===== config.mk =====
export PLATFORM = sky130hd
export DESIGN_NAME = psq_sequencer
export DESIGN_NICKNAME = d
export VERILOG_FILES = /design/src/core/psq_pkg.sv /design/src/core/psq_stack.sv /design/src/core/psq_sequencer.sv
export SDC_FILE = /design/constraint.sdc
export NUM_CORES = 1
export LEC_CHECK = 0
export BUFFER_PORTS_ARGS = -buffer_cell sky130_fd_sc_hd__buf_4
export CAP_MARGIN = 5
export CORE_ASPECT_RATIO = 1.1
export CORE_MARGIN = 2
export CORE_UTILIZATION = 55
export CTS_BUF_LIST = sky130_fd_sc_hd__clkbuf_2
export DETAILED_ROUTE_END_ITERATION = 8
export PLACE_DENSITY = 0.92
export SLEW_MARGIN = 30
export SYNTH_ARGS = -nofsm -noshare
export SYNTH_HDL_FRONTEND = slang
export SYNTH_HIERARCHICAL = 1
export SYNTH_SLANG_ARGS = --single-unit

===== constraint.sdc =====
create_clock -name clock -period 7.1 [get_ports clock]
set_clock_uncertainty 0.2 [all_clocks]
set_input_delay 1.42 -clock clock [delete_from_list [all_inputs] [get_ports clock]]
set_output_delay 1.42 -clock clock [all_outputs]
set_load 0.05 [all_outputs]

===== src/core/psq_pkg.sv =====
// package: constants and carrier types for the program sequencer
package psq_pkg;
	localparam int unsigned PC_W_SMALL    = 10;
	localparam int unsigned PC_W_LARGE    = 11;
	localparam int unsigned DEPTH_SMALL   = 2;
	localparam int unsigned DEPTH_LARGE   = 4;
	localparam int unsigned WORD_W        = 14;
	localparam int unsigned BYTE_W        = 8;
	localparam logic [10:0] VEC_RESET     = 11'h000;
	localparam logic [10:0] VEC_EXT_INT   = 11'h004;
	localparam logic [10:0] VEC_TMR_INT   = 11'h008;
	localparam logic [1:0]  PHASE_RESET   = 2'h0;
	localparam logic [1:0]  PHASE_LAST    = 2'h3;

	// decoded instruction request from the decoder
	typedef struct packed {
		logic        step;
		logic        jump;
		logic        call;
		logic        ret_call;
		logic        ret_handler;
		logic        skip;
		logic        pcl_write;
		logic [7:0]  pcl_data;
		logic [10:0] target;
		logic        tbl_cur;
		logic        tbl_last;
		logic [7:0]  tbl_ptr;
		logic [6:0]  tbl_dest;
	} psq_instr_s;

	// table read result towards the data path
	typedef struct packed {
		logic        valid;
		logic [6:0]  dest;
		logic [7:0]  low;
		logic [7:0]  high;
	} psq_tbl_s;

	// sequencer state
	typedef enum logic [1:0] {
		PSQ_RUN    = 2'b00,
		PSQ_BRANCH = 2'b01,
		PSQ_TBL    = 2'b10
	} psq_state_e;
endpackage


===== src/core/psq_stack.sv =====
// return address stack with occupancy count
`timescale 1ns/1ps
`default_nettype none
module psq_stack #(
	parameter int unsigned PC_W  = 10,
	parameter int unsigned DEPTH = 2
) (
	// clock and reset
	input  wire logic            clock,
	input  wire logic            arst_n,
	// push and pop
	input  wire logic            push,
	input  wire logic            pop,
	input  wire logic [PC_W-1:0] push_data,
	// state
	output logic [PC_W-1:0]      top,
	output logic                 full
);
	localparam int unsigned IW = $clog2(DEPTH);

	logic [PC_W-1:0] entry      [DEPTH];
	logic [PC_W-1:0] next_entry [DEPTH];
	logic [IW-1:0]   stack_index;
	logic [IW-1:0]   next_stack_index;
	logic [IW:0]     level;
	logic [IW:0]     next_level;

	// ******************************
	// next stack contents
	// ******************************
	always_comb
	begin
		next_entry       = entry;
		next_stack_index = stack_index;
		next_level       = level;
		if (push)
		begin
			next_entry[stack_index] = push_data;
			next_stack_index        = IW'(stack_index + 1'b1);
			if (level != (IW+1)'(DEPTH))
				next_level = (IW+1)'(level + 1'b1);
		end
		else if (pop)
		begin
			next_stack_index = IW'(stack_index - 1'b1);
			if (level != '0)
				next_level = (IW+1)'(level - 1'b1);
		end
	end

	// ******************************
	// registers, no software path
	// ******************************
	always_ff @(posedge clock or negedge arst_n)
	begin
		if (!arst_n)
		begin
			for (int i = 0; i < DEPTH; i++)
				entry[i] <= '0;
			stack_index <= '0;
			level       <= '0;
		end
		else
		begin
			entry       <= next_entry;
			stack_index <= next_stack_index;
			level       <= next_level;
		end
	end

	// outputs
	assign top  = entry[IW'(stack_index - 1'b1)];
	assign full = (level == (IW+1)'(DEPTH));
endmodule
`default_nettype wire


===== src/core/psq_sequencer.sv =====
// program sequencer: next address, stack control, interrupt gating, table read
`timescale 1ns/1ps
`default_nettype none
module psq_sequencer #(
	parameter int unsigned PC_W  = psq_pkg::PC_W_SMALL,
	parameter int unsigned DEPTH = psq_pkg::DEPTH_SMALL
) (
	// clock and reset
	input  wire logic                       clock,
	input  wire logic                       arst_n,
	// instruction cycle enable and decoded request
	input  wire logic                       cycle_en,
	input  wire psq_pkg::psq_instr_s        instr,
	// interrupt sources (ext_int_n is a pin)
	input  wire logic                       ext_int_n,
	input  wire logic                       ext_int_en,
	input  wire logic                       tmr_ovf,
	input  wire logic                       tmr_int_en,
	input  wire logic                       ext_flag_clr,
	input  wire logic                       tmr_flag_clr,
	// alu status
	input  wire logic [3:0]                 alu_status,
	input  wire logic                       alu_status_we,
	// program memory
	output logic [PC_W-1:0]                 pmem_addr,
	input  wire logic [psq_pkg::WORD_W-1:0] pmem_data,
	// results
	output logic [PC_W-1:0]                 pc,
	output logic                            int_ack,
	output logic                            ext_flag,
	output logic                            tmr_flag,
	output logic                            stack_full,
	output logic                            busy,
	output psq_pkg::psq_tbl_s               tbl_out,
	output logic [psq_pkg::BYTE_W-1:0]      table_high_byte,
	output logic [3:0]                      status
);
	// synchroniser and sequencer state
	logic                  ext_s1;
	logic                  ext_s2;
	logic                  ext_prev;
	psq_pkg::psq_state_e   state;
	psq_pkg::psq_state_e   next_state;
	logic [PC_W-1:0]       next_pc;
	logic [PC_W-1:0]       pend_pc;
	logic [PC_W-1:0]       next_pend_pc;
	logic [PC_W-1:0]       next_pmem_addr;
	logic [6:0]            tbl_dest;
	logic [6:0]            next_tbl_dest;
	logic                  next_ext_flag;
	logic                  next_tmr_flag;
	// interrupt acknowledge requests
	logic                  ext_take;
	logic                  tmr_take;
	logic                  next_int_ack;
	logic                  next_busy;
	logic                  next_full;
	// stack interface
	logic                  push;
	logic                  pop;
	logic [PC_W-1:0]       push_data;
	logic [PC_W-1:0]       stk_top;
	logic                  stk_full;
	psq_pkg::psq_tbl_s     next_tbl_out;
	logic [7:0]            next_table_high_byte;
	logic [3:0]            next_status;

	// ******************************
	// page join: upper pc bits with a new low byte
	// ******************************
	function automatic logic [PC_W-1:0] page_join(
		input logic [PC_W-1:0] base,
		input logic [7:0]      low
	);
		page_join = {base[PC_W-1:8], low};
	endfunction

	// ******************************
	// return address stack
	// ******************************
	psq_stack #(
		.PC_W  (PC_W),
		.DEPTH (DEPTH)
	) u_stack (
		.clock     (clock),
		.arst_n    (arst_n),
		.push      (push),
		.pop       (pop),
		.push_data (push_data),
		.top       (stk_top),
		.full      (stk_full)
	);

	// ******************************
	// external pin synchroniser
	// ******************************
	always_ff @(posedge clock or negedge arst_n)
	begin
		if (!arst_n)
		begin
			ext_s1   <= 1'b1;
			ext_s2   <= 1'b1;
			ext_prev <= 1'b1;
		end
		else
		begin
			ext_s1   <= ext_int_n;
			ext_s2   <= ext_s1;
			ext_prev <= ext_s2;
		end
	end

	// ******************************
	// interrupt request flags
	// ******************************
	// set wins over clear or acknowledge; flags record even when stack full
	always_comb
	begin
		next_ext_flag = ext_flag;
		next_tmr_flag = tmr_flag;
		if (ext_flag_clr || ext_take)
			next_ext_flag = 1'b0;
		if (tmr_flag_clr || tmr_take)
			next_tmr_flag = 1'b0;
		if (ext_prev && !ext_s2)
			next_ext_flag = 1'b1;
		if (tmr_ovf)
			next_tmr_flag = 1'b1;
	end

	// flag registers
	always_ff @(posedge clock or negedge arst_n)
	begin
		if (!arst_n)
		begin
			ext_flag <= 1'b0;
			tmr_flag <= 1'b0;
		end
		else
		begin
			ext_flag <= next_ext_flag;
			tmr_flag <= next_tmr_flag;
		end
	end

	// ******************************
	// next state and address
	// ******************************
	always_comb
	begin
		next_state           = state;
		next_pc              = pc;
		next_pend_pc         = pend_pc;
		next_tbl_dest        = tbl_dest;
		next_pmem_addr       = pmem_addr;
		next_int_ack         = 1'b0;
		push                 = 1'b0;
		pop                  = 1'b0;
		push_data            = pc;
		next_tbl_out         = '0;
		next_table_high_byte = table_high_byte;
		next_status          = status;
		ext_take             = 1'b0;
		tmr_take             = 1'b0;
		if (alu_status_we)
			next_status = alu_status;
		if (cycle_en)
		begin
			// interrupts first, then the decoded request
			case (state)
				psq_pkg::PSQ_RUN:
				begin
					if (ext_flag && ext_int_en && !stk_full)
					begin
						push         = 1'b1;
						next_pc      = PC_W'(psq_pkg::VEC_EXT_INT);
						ext_take     = 1'b1;
						next_int_ack = 1'b1;
					end
					else if (tmr_flag && tmr_int_en && !stk_full)
					begin
						push         = 1'b1;
						next_pc      = PC_W'(psq_pkg::VEC_TMR_INT);
						tmr_take     = 1'b1;
						next_int_ack = 1'b1;
					end
					else if (instr.jump || instr.call)
					begin
						push         = instr.call;
						push_data    = PC_W'(pc + 1'b1);
						next_pend_pc = instr.target[PC_W-1:0];
						next_state   = psq_pkg::PSQ_BRANCH;
					end
					else if (instr.ret_call || instr.ret_handler)
					begin
						pop          = 1'b1;
						next_pend_pc = stk_top;
						next_state   = psq_pkg::PSQ_BRANCH;
					end
					else if (instr.pcl_write)
					begin
						next_pend_pc = page_join(pc, instr.pcl_data);
						next_state   = psq_pkg::PSQ_BRANCH;
					end
					else if (instr.tbl_cur || instr.tbl_last)
					begin
						// upper bits from current page or all ones
						next_pmem_addr = instr.tbl_cur ?
							page_join(pc, instr.tbl_ptr) :
							page_join('1, instr.tbl_ptr);
						next_tbl_dest  = instr.tbl_dest;
						next_pc        = PC_W'(pc + 1'b1);
						next_state     = psq_pkg::PSQ_TBL;
					end
					else if (instr.skip)
						next_pc = PC_W'(pc + 2'h2);
					else if (instr.step)
						next_pc = PC_W'(pc + 1'b1);
				end
				// second cycle of a branch
				psq_pkg::PSQ_BRANCH:
				begin
					next_pc    = pend_pc;
					next_state = psq_pkg::PSQ_RUN;
				end
				// second cycle of a table read
				psq_pkg::PSQ_TBL:
				begin
					next_tbl_out.valid   = 1'b1;
					next_tbl_out.dest    = tbl_dest;
					next_tbl_out.low     = pmem_data[7:0];
					next_table_high_byte = {2'h0, pmem_data[psq_pkg::WORD_W-1:8]};
					next_tbl_out.high    = next_table_high_byte;
					next_state           = psq_pkg::PSQ_RUN;
				end
				default:
					next_state = psq_pkg::PSQ_RUN;
			endcase
			if (next_state != psq_pkg::PSQ_TBL)
				next_pmem_addr = next_pc;
		end
		next_busy = (next_state != psq_pkg::PSQ_RUN);
		next_full = stk_full;
	end

	// ******************************
	// sequencer registers
	// ******************************
	always_ff @(posedge clock or negedge arst_n)
	begin
		if (!arst_n)
		begin
			state           <= psq_pkg::PSQ_RUN;
			pc              <= PC_W'(psq_pkg::VEC_RESET);
			pmem_addr       <= PC_W'(psq_pkg::VEC_RESET);
			pend_pc         <= '0;
			tbl_dest        <= '0;
			int_ack         <= 1'b0;
			stack_full      <= 1'b0;
			busy            <= 1'b0;
			tbl_out         <= '0;
			table_high_byte <= '0;
			status          <= '0;
		end
		else
		begin
			state           <= next_state;
			pc              <= next_pc;
			pmem_addr       <= next_pmem_addr;
			pend_pc         <= next_pend_pc;
			tbl_dest        <= next_tbl_dest;
			int_ack         <= next_int_ack;
			stack_full      <= next_full;
			busy            <= next_busy;
			tbl_out         <= next_tbl_out;
			table_high_byte <= next_table_high_byte;
			status          <= next_status;
		end
	end
endmodule
`default_nettype wire


* Yosys cells after proc, flatten, opt, wreduce, memory -nomap -nowiden
Index checks and enable logic that the tools add are counted.
Word-level totals: output and inout port bits 61, register bits after elaboration 104, memories 0, input bits 71, RAM bits 0, logic and storage cells 152, bits in read-only memories 0, latch bits 0
Operators by class: add/sub/neg operators 6, bitwise gates (word level) 7, multipliers 0, magnitude comparators 3, mux-type cells 74, equality and inequality tests 11, reductions and logical operators 28, divide/modulo/power cells 0, shift operators 0
Operator list (count):
- 10-bit 2-to-1 mux | 29
- 24-bit 2-to-1 mux | 2
- 1-bit 2-to-1 mux | 27
- 2-bit 2-to-1 mux | 13
- 20-bit bitwise mux | 1
- 10-bit case mux with 2 select lines | 1
- 8-bit AND reduction | 2
- 2-bit nonzero test | 8
- 2-bit by 1-bit inequality test with 1-bit output, second input constant | 6
- 10-bit by 1-bit adder with 10-bit output, second input constant | 1
- 10-bit by 2-bit adder with 10-bit output, second input constant | 1
- 10-bit demux with 1-bit select | 1
- 1-bit logical AND | 6
- 1-bit logical OR | 5
- 1-bit inverter | 5
- 5-bit AND reduction | 1
- 2-bit == test, second input constant | 2
- 2-bit greater-or-equal comparator, second input constant | 2
- 2-bit inequality test, second input constant | 2
- 1-bit inverter with 2-bit output | 2
- 3-bit AND reduction | 1
- 3-bit nonzero test | 1
- 2-bit by 1-bit adder with 2-bit output, second input constant | 1
- 2-bit by 1-bit == test with 1-bit output, second input constant | 1
- other kinds (7) | 8

* Logic depth before layout (Yosys ltp)
Gate-level depths: netlist of run 1.
depth in word-level cells 12, gate-level depth with buffers 9, mapped depth without buffers 7

* Cells and area by module
Netlist of run 1, hierarchy kept.
Modules (own cells, without submodules):
- psq_sequencer | seq. area each 1980.6 sq um, cells an instance 413, instances 1, area each 4037.6 sq um
- psq_stack | seq. area each 575.6 sq um, cells an instance 69, instances 1, area each 1069.8 sq um

* Worst setup path before layout of run 1
Ideal clock, no wire load.
path type input to register, start input port instr[38] (netlist name), end register pmem_addr[4], required time 6.763 ns, data arrival time 3.134 ns, path buffers 2, path slack 3.629 ns, stages 7, library setup time 0.137 ns, path through or4_1 -> buf_2 -> or2_0 -> buf_2 -> o31a_1 -> a222oi_1 -> o31ai_1
Between the ends: word-level cells in the longest chain between the ends 10, elaborated cells on any way between the ends 22, those cells by class eq/ne (6); mux (12); reduce/logical (4)
RTL lines:
- start: declaration | RTL line psq_sequencer.sv:13 | input wire psq_pkg::psq_instr_s instr,
- 1-bit logical OR * | RTL line psq_sequencer.sv:194 | else if (instr.ret_call || instr.ret_handler)
- 2-bit 2-to-1 mux | RTL line psq_sequencer.sv:194
- 2-bit 2-to-1 mux | RTL line psq_sequencer.sv:187 | else if (instr.jump || instr.call)
- 2-bit 2-to-1 mux | RTL line psq_sequencer.sv:180 | else if (tmr_flag && tmr_int_en && !stk_full)
- 2-bit 2-to-1 mux | RTL line psq_sequencer.sv:173 | if (ext_flag && ext_int_en && !stk_full)
- 2-bit 2-to-1 mux | RTL line psq_sequencer.sv:170 | case (state)
- 2-bit 2-to-1 mux | RTL line psq_sequencer.sv:167 | if (cycle_en)
- 2-bit inequality test | RTL line psq_sequencer.sv:239 | if (next_state != psq_pkg::PSQ_TBL)
- 2-bit by 1-bit inequality test with 1-bit output (no line) or 2-bit nonzero test (tied branches)
- 8-bit AND reduction (no line)
- end signal: assignment | RTL line psq_sequencer.sv:255 | pmem_addr <= PC_W'(psq_pkg::VEC_RESET);
- end signal: assignment | RTL line psq_sequencer.sv:269 | pmem_addr <= next_pmem_addr;
- end: declaration | RTL line psq_sequencer.sv:25 | output logic [PC_W-1:0] pmem_addr,
Mark *: on every way between the ends. The rest lies on a longest branch, timed or not. The select of a mux whose other input is x is not followed. A chain may end at the register's enable or synchronous reset.

* Final worst setup path of run 1
start input port instr[38] (netlist name), end register tbl_dest[4]
Between the ends: word-level cells in the longest chain between the ends 3
RTL lines:
- 1-bit logical OR | RTL line psq_sequencer.sv:194
- 1-bit inverter (no line)
- 8-bit AND reduction (no line)
- end signal: assignment | RTL line psq_sequencer.sv:271 | tbl_dest <= next_tbl_dest;
- end: declaration | RTL line psq_sequencer.sv:48 | logic [6:0] tbl_dest;
No other way between the ends.

==> flow_metrics.env, run 1 <==
export IMPL_reg2reg_slack_ns=4.10
export IMPL_rsz0062_at_grt="no"
export IMPL_cts_hold_buf=0
export IMPL_gr_usage_all_layers_pct=27.49
export IMPL_relSlewSlack_pct=43.81
export IMPL_maxCapViolCount=0
export IMPL_ys_ff_latch=102
export IMPL_worst_setup_path_start_kind="input pin"
export IMPL_layout_setup_ws_ns=3.501
export IMPL_cts_max_level=3
export IMPL_grt_pass1_vias=4366
export IMPL_cts_resized_gates=0
export IMPL_die_area_um2=10070
export IMPL_synth_edf_count=0
export IMPL_antenna_left=0
export IMPL_start_util_pct=56.98
export IMPL_path_buf_inv=1
export IMPL_clk_pin_slew_ns=0.29
export IMPL_layout_drive_gt1_share_pct=34.80
export IMPL_slowest_stage="nor3_4"
export IMPL_synth_cell_type_count=65
export IMPL_status="complete, no violations"
export IMPL_drt_wirelength_per_cell_um=18.79
export IMPL_cts_buffers=9
export IMPL_cpLargestDelayFamily="simple AND/OR/NAND/NOR gates"
export IMPL_ys_seq_area_share_pct=50.05
export IMPL_final_common_cell="buf_4"
export IMPL_required_ns=7.44
export IMPL_wl_mm=13.26
export IMPL_hold_viol_final=0
export IMPL_syn_area_um2=5107
export IMPL_via_per_inst=6.166
export IMPL_instances_no_fill=706
export IMPL_synth_top_area_share_pct=48.51
export IMPL_synthArstFlopShare_pct=100.0
export IMPL_clk_latency_ns=0.63
export IMPL_grt_overflow_total=0
export IMPL_peakVddDrop_mv=0.2843
export IMPL_synthFlopType="dfrtp_1"
export IMPL_worstSetupPathType="input pin to flop"
export IMPL_grt_max_degree=55
export IMPL_finalWorstPathRequiredPeriod_ns=3.599
export IMPL_diodes=0
export IMPL_hp_class="flop to flop"
export IMPL_antenna_found_initial=0
export IMPL_nets=660
export IMPL_route_detailed_drc=0
export IMPL_drtPass1Iterations=6
export IMPL_arrival_ns=3.94
export IMPL_final_cell_mix="buf_4 (127), dfrtp_1 (99), nand2_1 (40), mux2_2 (39), o21ai_0 (39)"
export IMPL_cts_buffer_depth=2
export IMPL_die_width_um=95.88
export IMPL_cellLeakagePower_nw=2.850
export IMPL_cp_slowest_stage_delay_ns=0.77
export IMPL_postCtsSetupRepairBufs=0
export IMPL_setup_viol=0
export IMPL_tns_ns=0
export IMPL_grt_pass1_wl_mm=21.24
export IMPL_slew_violations=0
export IMPL_worst_pin_slew_ns=0.8398
export IMPL_io_buffers=126
export IMPL_fin_crit_sh_pct=50.68
export IMPL_die_h_um=105.1
export IMPL_ioPinCount=132
export IMPL_endpoint_kind="flop"
export IMPL_syn_area_per_cell_um2=10.60
export IMPL_dp_hpwl_mm=9.726
export IMPL_drt_initial_drc_count=569
export IMPL_place_inst=690
export IMPL_max_freq_ghz=0.2779
export IMPL_cts_root_buf="clkbuf_2"
export IMPL_core_area_um2=8964
export IMPL_synth_area_leaders="dfrtp_1 (49%), mux2_2 (8.6%), o21ai_0 (3.8%), a21oi_1 (3.2%), mux2_4 (2.9%)"
export IMPL_syn_inst=482
export IMPL_path_max_fanout=18
export IMPL_yosysTopAreaCell="dfrtp_1"
export IMPL_cts_tree="yes"
export IMPL_cts_sinks=102
export IMPL_area_growth_synth_to_final_pct=20.31
export IMPL_crit_path_cell_trace="buf_4 -> or4_1 -> or2_0 -> nor3_4 -> mux2_2"
export IMPL_num_vias=4353
export IMPL_synth_warning_count=6
export IMPL_pre_cts_ws_ns=2.872
export IMPL_fillers=651
export IMPL_num_rows=36
export IMPL_gp_congestion=1.014
export IMPL_powerDensity_nw_per_um2=314.2
state kept, by name (all words and copies together), names as in the netlist:
signal,count
u_stack/level,2
ext_s1,1
busy,1
pend_pc,10
table_high_byte,6
u_stack/stack_index,1
pmem_addr,10
pc,10
int_ack,1
state,2
tbl_out,22
tmr_flag,1
ext_s2,1
u_stack/entry,20
ext_flag,1
ext_prev,1
status,4
tbl_dest,7
stack_full,1
worst paths after layout:
check | startpoint | end | cells after the start
hold / removal | ext_s1 | ext_s2 | 0
setup reg to reg | state[1] | tbl_dest[4] | 4
hold reg to reg | ext_s1 | ext_s2 | 0
min in group asynchronous | arst_n | int_ack | 1
max in group asynchronous | arst_n | tbl_out[18] | 2
setup / recovery | instr[38] | tbl_dest[4] | 5
layer usage:
layer / vias up / GRT usage [%] / part of all wire [%]
met5: - / 0 / 0
met4: 0 / 13.57 / 4.2
met3: 56 / 7.138 / 8.4
met2: 263 / 44.21 / 50
met1: 2104 / 33.93 / 37
li1: 1930 / - / -
logic make-up (layout without fill, tap and decap cells):
logic type,count (synthesis),after routing,share of synthesized area (%)
multiplexers,51,51,11.93
AND/OR/NAND/NOR,132,132,13.45
flip-flops,102,102,50.05
adder cells (fa/ha/maj),2,2,0.4899
AO/OA/AOI/OAI,136,136,17.57
other,1,4,0.07342
XOR/XNOR,13,13,2.229
buffers and inverters,45,152,4.214
cell type report:
type / instances / area [µm²] / area share [%]
flip-flops and latches: 102 / 2556 / 41.60
multi-input cells: 338 / 2347 / 38.20
repair buffers: 127 / 953.4 / 15.52
well taps: 114 / 142.6 / 2.321
clock inverters: 7 / 66.31 / 1.079
clock buffers: 9 / 45.04 / 0.7330
inverters: 9 / 33.78 / 0.5498
cells in the mapped netlist (2+ instances only):
master	count
a211o_1	3
a211oi_1	2
a21boi_0	3
a21o_1	2
a21oi_1	33
a222oi_1	4
a22oi_1	11
a41o_1	2
and2_1	22
and3_1	4
buf_1	2
buf_2	4
buf_4	5
buf_6	3
clkbuf_1	22
dfrtp_1	99
dfstp_2	3
ha_1	2
inv_1	8
mux2_2	39
mux2_4	10
mux2i_1	2
nand2_1	40
nand2b_1	6
nand3_1	7
nand4_1	2
nor2_1	22
nor2b_1	3
nor3_1	7
nor3b_1	3
nor4_1	4
o211ai_1	4
o21a_1	2
o21ai_0	39
o221ai_1	2
o22ai_1	4
o2bb2ai_1	2
o31a_1	5
o31ai_1	5
or2_2	4
xnor2_1	10
xor2_1	3
power breakdown:
part	switching (mW)	internal, mW	total, mW
logic	0.465	0.318	0.783
registers	0.149	0.725	0.874
clock network	0.218	0.0561	0.274
total	0.831	1.10	1.93
stage by stage:
stage	total power, mW	instance area [µm²]	utilization, %	hold slack (ns)
global placement	1.612	6033	67.31	0.1468
CTS	1.920	6145	68.55	0.1785
detailed placement	1.656	6033	67.31	0.1482
finish	1.930	6145	68.55	0.1771
global route	2.027	6145	68.55	0.1695
floorplan	1.408	5119	-	0.1452
Power figures use the tool's default switching activity.
==> inputs of run 2 (changes only) <==
ABC_AREA = 1   (was unset)
CORE_UTILIZATION = 50   (was 55)
PLACE_DENSITY = 0.88   (was 0.92)
clock period = 2.97 ns   (was 7.1 ns; I/O delays follow)
==> flow_metrics.env, run 2 <==
export IMPL_status="complete, no violations"
export IMPL_grt_pass1_wl_mm=22.47
export IMPL_synth_commonest_cells="nand2_1 (183), dfrtp_1 (99), inv_1 (97), nor2_1 (57), nand3_1 (44)"
export IMPL_fin_util_pct=64.58
export IMPL_antenna_found_initial=0
export IMPL_diodes=0
export IMPL_finalWorstPathRequiredPeriod_ns=2.520
export IMPL_final_cell_mix="nand2_1 (183), buf_4 (135), dfrtp_1 (99), inv_1 (97), nor2_1 (57)"
export IMPL_ys_ff_latch=102
export IMPL_cts_max_level=3
export IMPL_syn_area_um2=5324
export IMPL_gr_usage_all_layers_pct=24.86
export IMPL_hold_viol_final=0
export IMPL_io_buffers=126
export IMPL_die_width_um=102.4
export IMPL_final_common_cell="nand2_1"
export IMPL_switchingPower_mw=2.139
export IMPL_synth_edf_count=0
export IMPL_worstSetupPathType="flop to flop"
export IMPL_postCtsSetupRepairBufs=0
export IMPL_ys_seq_area_share_pct=48.01
export IMPL_syn_area_per_cell_um2=8.066
export IMPL_drt_initial_drc_count=366
export IMPL_worst_pin_slew_ns=0.8450
export IMPL_largest_register_ffs=22
export IMPL_gp_congestion=0.9705
export IMPL_num_vias=4810
export IMPL_grt_overflow_total=0
export IMPL_route_detailed_drc=0
export IMPL_ioPinCount=132
export IMPL_synth_cell_type_count=40
export IMPL_slew_violations=0
export IMPL_num_rows=39
export IMPL_peakVddDrop_mv=0.4851
export IMPL_relSlewSlack_pct=43.53
export IMPL_cts_tree="yes"
export IMPL_start_util_pct=51.22
export IMPL_grt_pass1_vias=4764
export IMPL_synth_warning_count=6
export IMPL_endpoint_kind="flop"
export IMPL_synth_most_common_cell="nand2_1"
export IMPL_synthFlopType="dfrtp_1"
export IMPL_worst_setup_path_start_kind="flop"
export IMPL_maxCapViolCount=0
export IMPL_max_freq_ghz=0.3968
export IMPL_cts_sinks=102
export IMPL_syn_inst=660
export IMPL_dp_hpwl_mm=9.668
export IMPL_nets=879
export IMPL_powerDensity_nw_per_um2=709.1
export IMPL_pwr_share_seq_pct=42.4
export IMPL_antenna_left=0
export IMPL_tns_ns=0
export IMPL_yosysTopAreaCell="dfrtp_1"
export IMPL_drt_wirelength_per_cell_um=14.19
export IMPL_cts_resized_gates=0
export IMPL_die_h_um=112.2
export IMPL_synth_top_area_share_pct=46.53
export IMPL_via_per_inst=5.042
export IMPL_drtPass1Iterations=5
export IMPL_reg_largest_list="tbl_out: 22 flops, u_stack/entry: 20 flops"
export IMPL_synthArstFlopShare_pct=100.0
export IMPL_wl_mm=13.54
export IMPL_hp_class="input pin to flop"
export IMPL_grt_max_degree=53
export IMPL_p_sw_share_pct=44.94
export IMPL_cellInternalPower_mw=2.621
export IMPL_cts_buffers=9
export IMPL_top_register="tbl_out"
export IMPL_power_frac_comb_pct=43.3
export IMPL_cts_buffer_depth=2
export IMPL_layout_drive_gt1_share_pct=25.89
export IMPL_setup_viol=0
export IMPL_rsz0062_at_grt="no"
export IMPL_arrival_ns=2.79
export IMPL_cellLeakagePower_nw=3.499
export IMPL_clockPowerShare_pct=14.3
export IMPL_synth_area_leaders="dfrtp_1 (47%), nand2_1 (13%), inv_1 (6.8%), nand3_1 (4.1%), nor2_1 (4.0%)"
export IMPL_core_area_um2=10390
export IMPL_required_ns=3.24
export IMPL_cts_root_buf="clkbuf_2"
export IMPL_clk_pin_slew_ns=0.27
export IMPL_die_area_um2=11490
export IMPL_clk_latency_ns=0.58
export IMPL_fin_crit_sh_pct=84.85
export IMPL_area_growth_synth_to_final_pct=26.09
export IMPL_path_max_fanout=20
[run 2: cell count changes after synthesis, moves of 6 or more]
| cell | previous run | this run |
|---|---|---|
| o21ai_2 | 0 | 20 |
| mux2_4 | 10 | 0 |
| nand2b_1 | 6 | 0 |
| a22oi_1 | 11 | 0 |
| inv_1 | 8 | 97 |
| nand3_1 | 7 | 44 |
| nand2_1 | 40 | 183 |
| a21oi_1 | 33 | 8 |
| nor2_1 | 22 | 57 |
| mux2_2 | 39 | 11 |
| clkbuf_1 | 22 | 7 |
| xnor2_1 | 10 | 0 |
| nor3_1 | 7 | 1 |
| and2_1 | 22 | 0 |
[run 2: metrics by stage]
stage          cell area, µm²  cells  hold WS, ns  power (mW)  setup slack, ns
2_1_floorplan            5335    663      0.09841       3.473           0.7733
3_3_place_gp             6382    917       0.1471       4.026           0.4758
3_5_place_dp             6382    917       0.1507       4.077           0.4339
4_1_cts                  6703    953    0.0004854       4.774           0.4487
5_1_grt                  6713    954     0.006310       5.088           0.2501
6_report                 6713    954      0.03325       4.760           0.4499
[run 2: routing by layer]
metal | vias up | wire length (µm) | global-route usage, %
met3 | 24 | 1045 | 5.417
met2 | 188 | 6889 | 42.02
met1 | 2233 | 5293 | 31.28
met5 | - | 0 | 0
li1 | 2365 | - | -
met4 | 0 | 307 | 8.889
[run 2: worst max-delay path: stages (launching register included)]
cell	delay (ns)
dfrtp_1	0.44
inv_1	0.09
nor2_1	0.06
inv_1	0.08
nand3_1	0.21
nand2_1	0.20
inv_1	0.08
a21oi_1	0.38
nand2_2	0.39
nand2_1	0.21
o21ai_2	0.07
[run 2: what timing repair did]
action | in CTS | in global routing
endpoints found under the setup margin | 0 | 0
endpoints found under the hold margin | 66 | 1
hold buffers | 20 | 1
[run 2: cell families (layout without fill, tap and decap cells)]
logic type / count (synthesis) / in the layout / share of synthesized area [%]
AOI/OAI and AO/OA: 102 / 102 / 12.43
xor gates and xnor gates: 7 / 7 / 1.152
adders and majority gates: 2 / 2 / 0.4700
buffers and inverters: 126 / 274 / 10.22
DFF: 102 / 102 / 48.01
muxes: 11 / 11 / 2.327
other: 1 / 4 / 0.07044
and+or+nand+nor: 309 / 309 / 25.31
[run 2: power groups by stage]
stage	logic [mW]	clock network (mW)	registers, mW
final	2.06	0.681	2.02
after global routing	2.26	0.749	2.07
after global placement	1.99	0	2.03
after CTS	2.06	0.694	2.02
after floorplan	1.01	0	2.46
after detailed placement	2.03	0	2.05
[run 2: worst paths after layout]
| kind | startpoint | to | slack (ns) | cells past startpoint |
|---|---|---|---|---|
| max | u_stack/level[1] | u_stack/entry[10] | 0.45 | 10 |
| min | pmem_data[9] | tbl_out[1] | 0.03 | 3 |
| max reg2reg | u_stack/level[1] | u_stack/entry[10] | 0.45 | 10 |
| min reg2reg | ext_s1 | ext_s2 | 0.18 | 0 |
| max in group asynchronous | arst_n | u_stack/entry[7] | 1.47 | 3 |
| min in group asynchronous | arst_n | tbl_dest[3] | 0.34 | 2 |
[run 2: cell type report]
| cell class | instances | area (µm²) |
|---|---|---|
| Tap cell | 143 | 178.9 |
| Fill cell | 896 | 3681 |
| Multi-Input combinational cell | 435 | 2235 |
| Clock inverter | 6 | 70.07 |
| Clock buffer | 10 | 50.05 |
| Sequential cell | 102 | 2556 |
| Inverter | 101 | 379.1 |
| Timing Repair Buffer | 157 | 1244 |
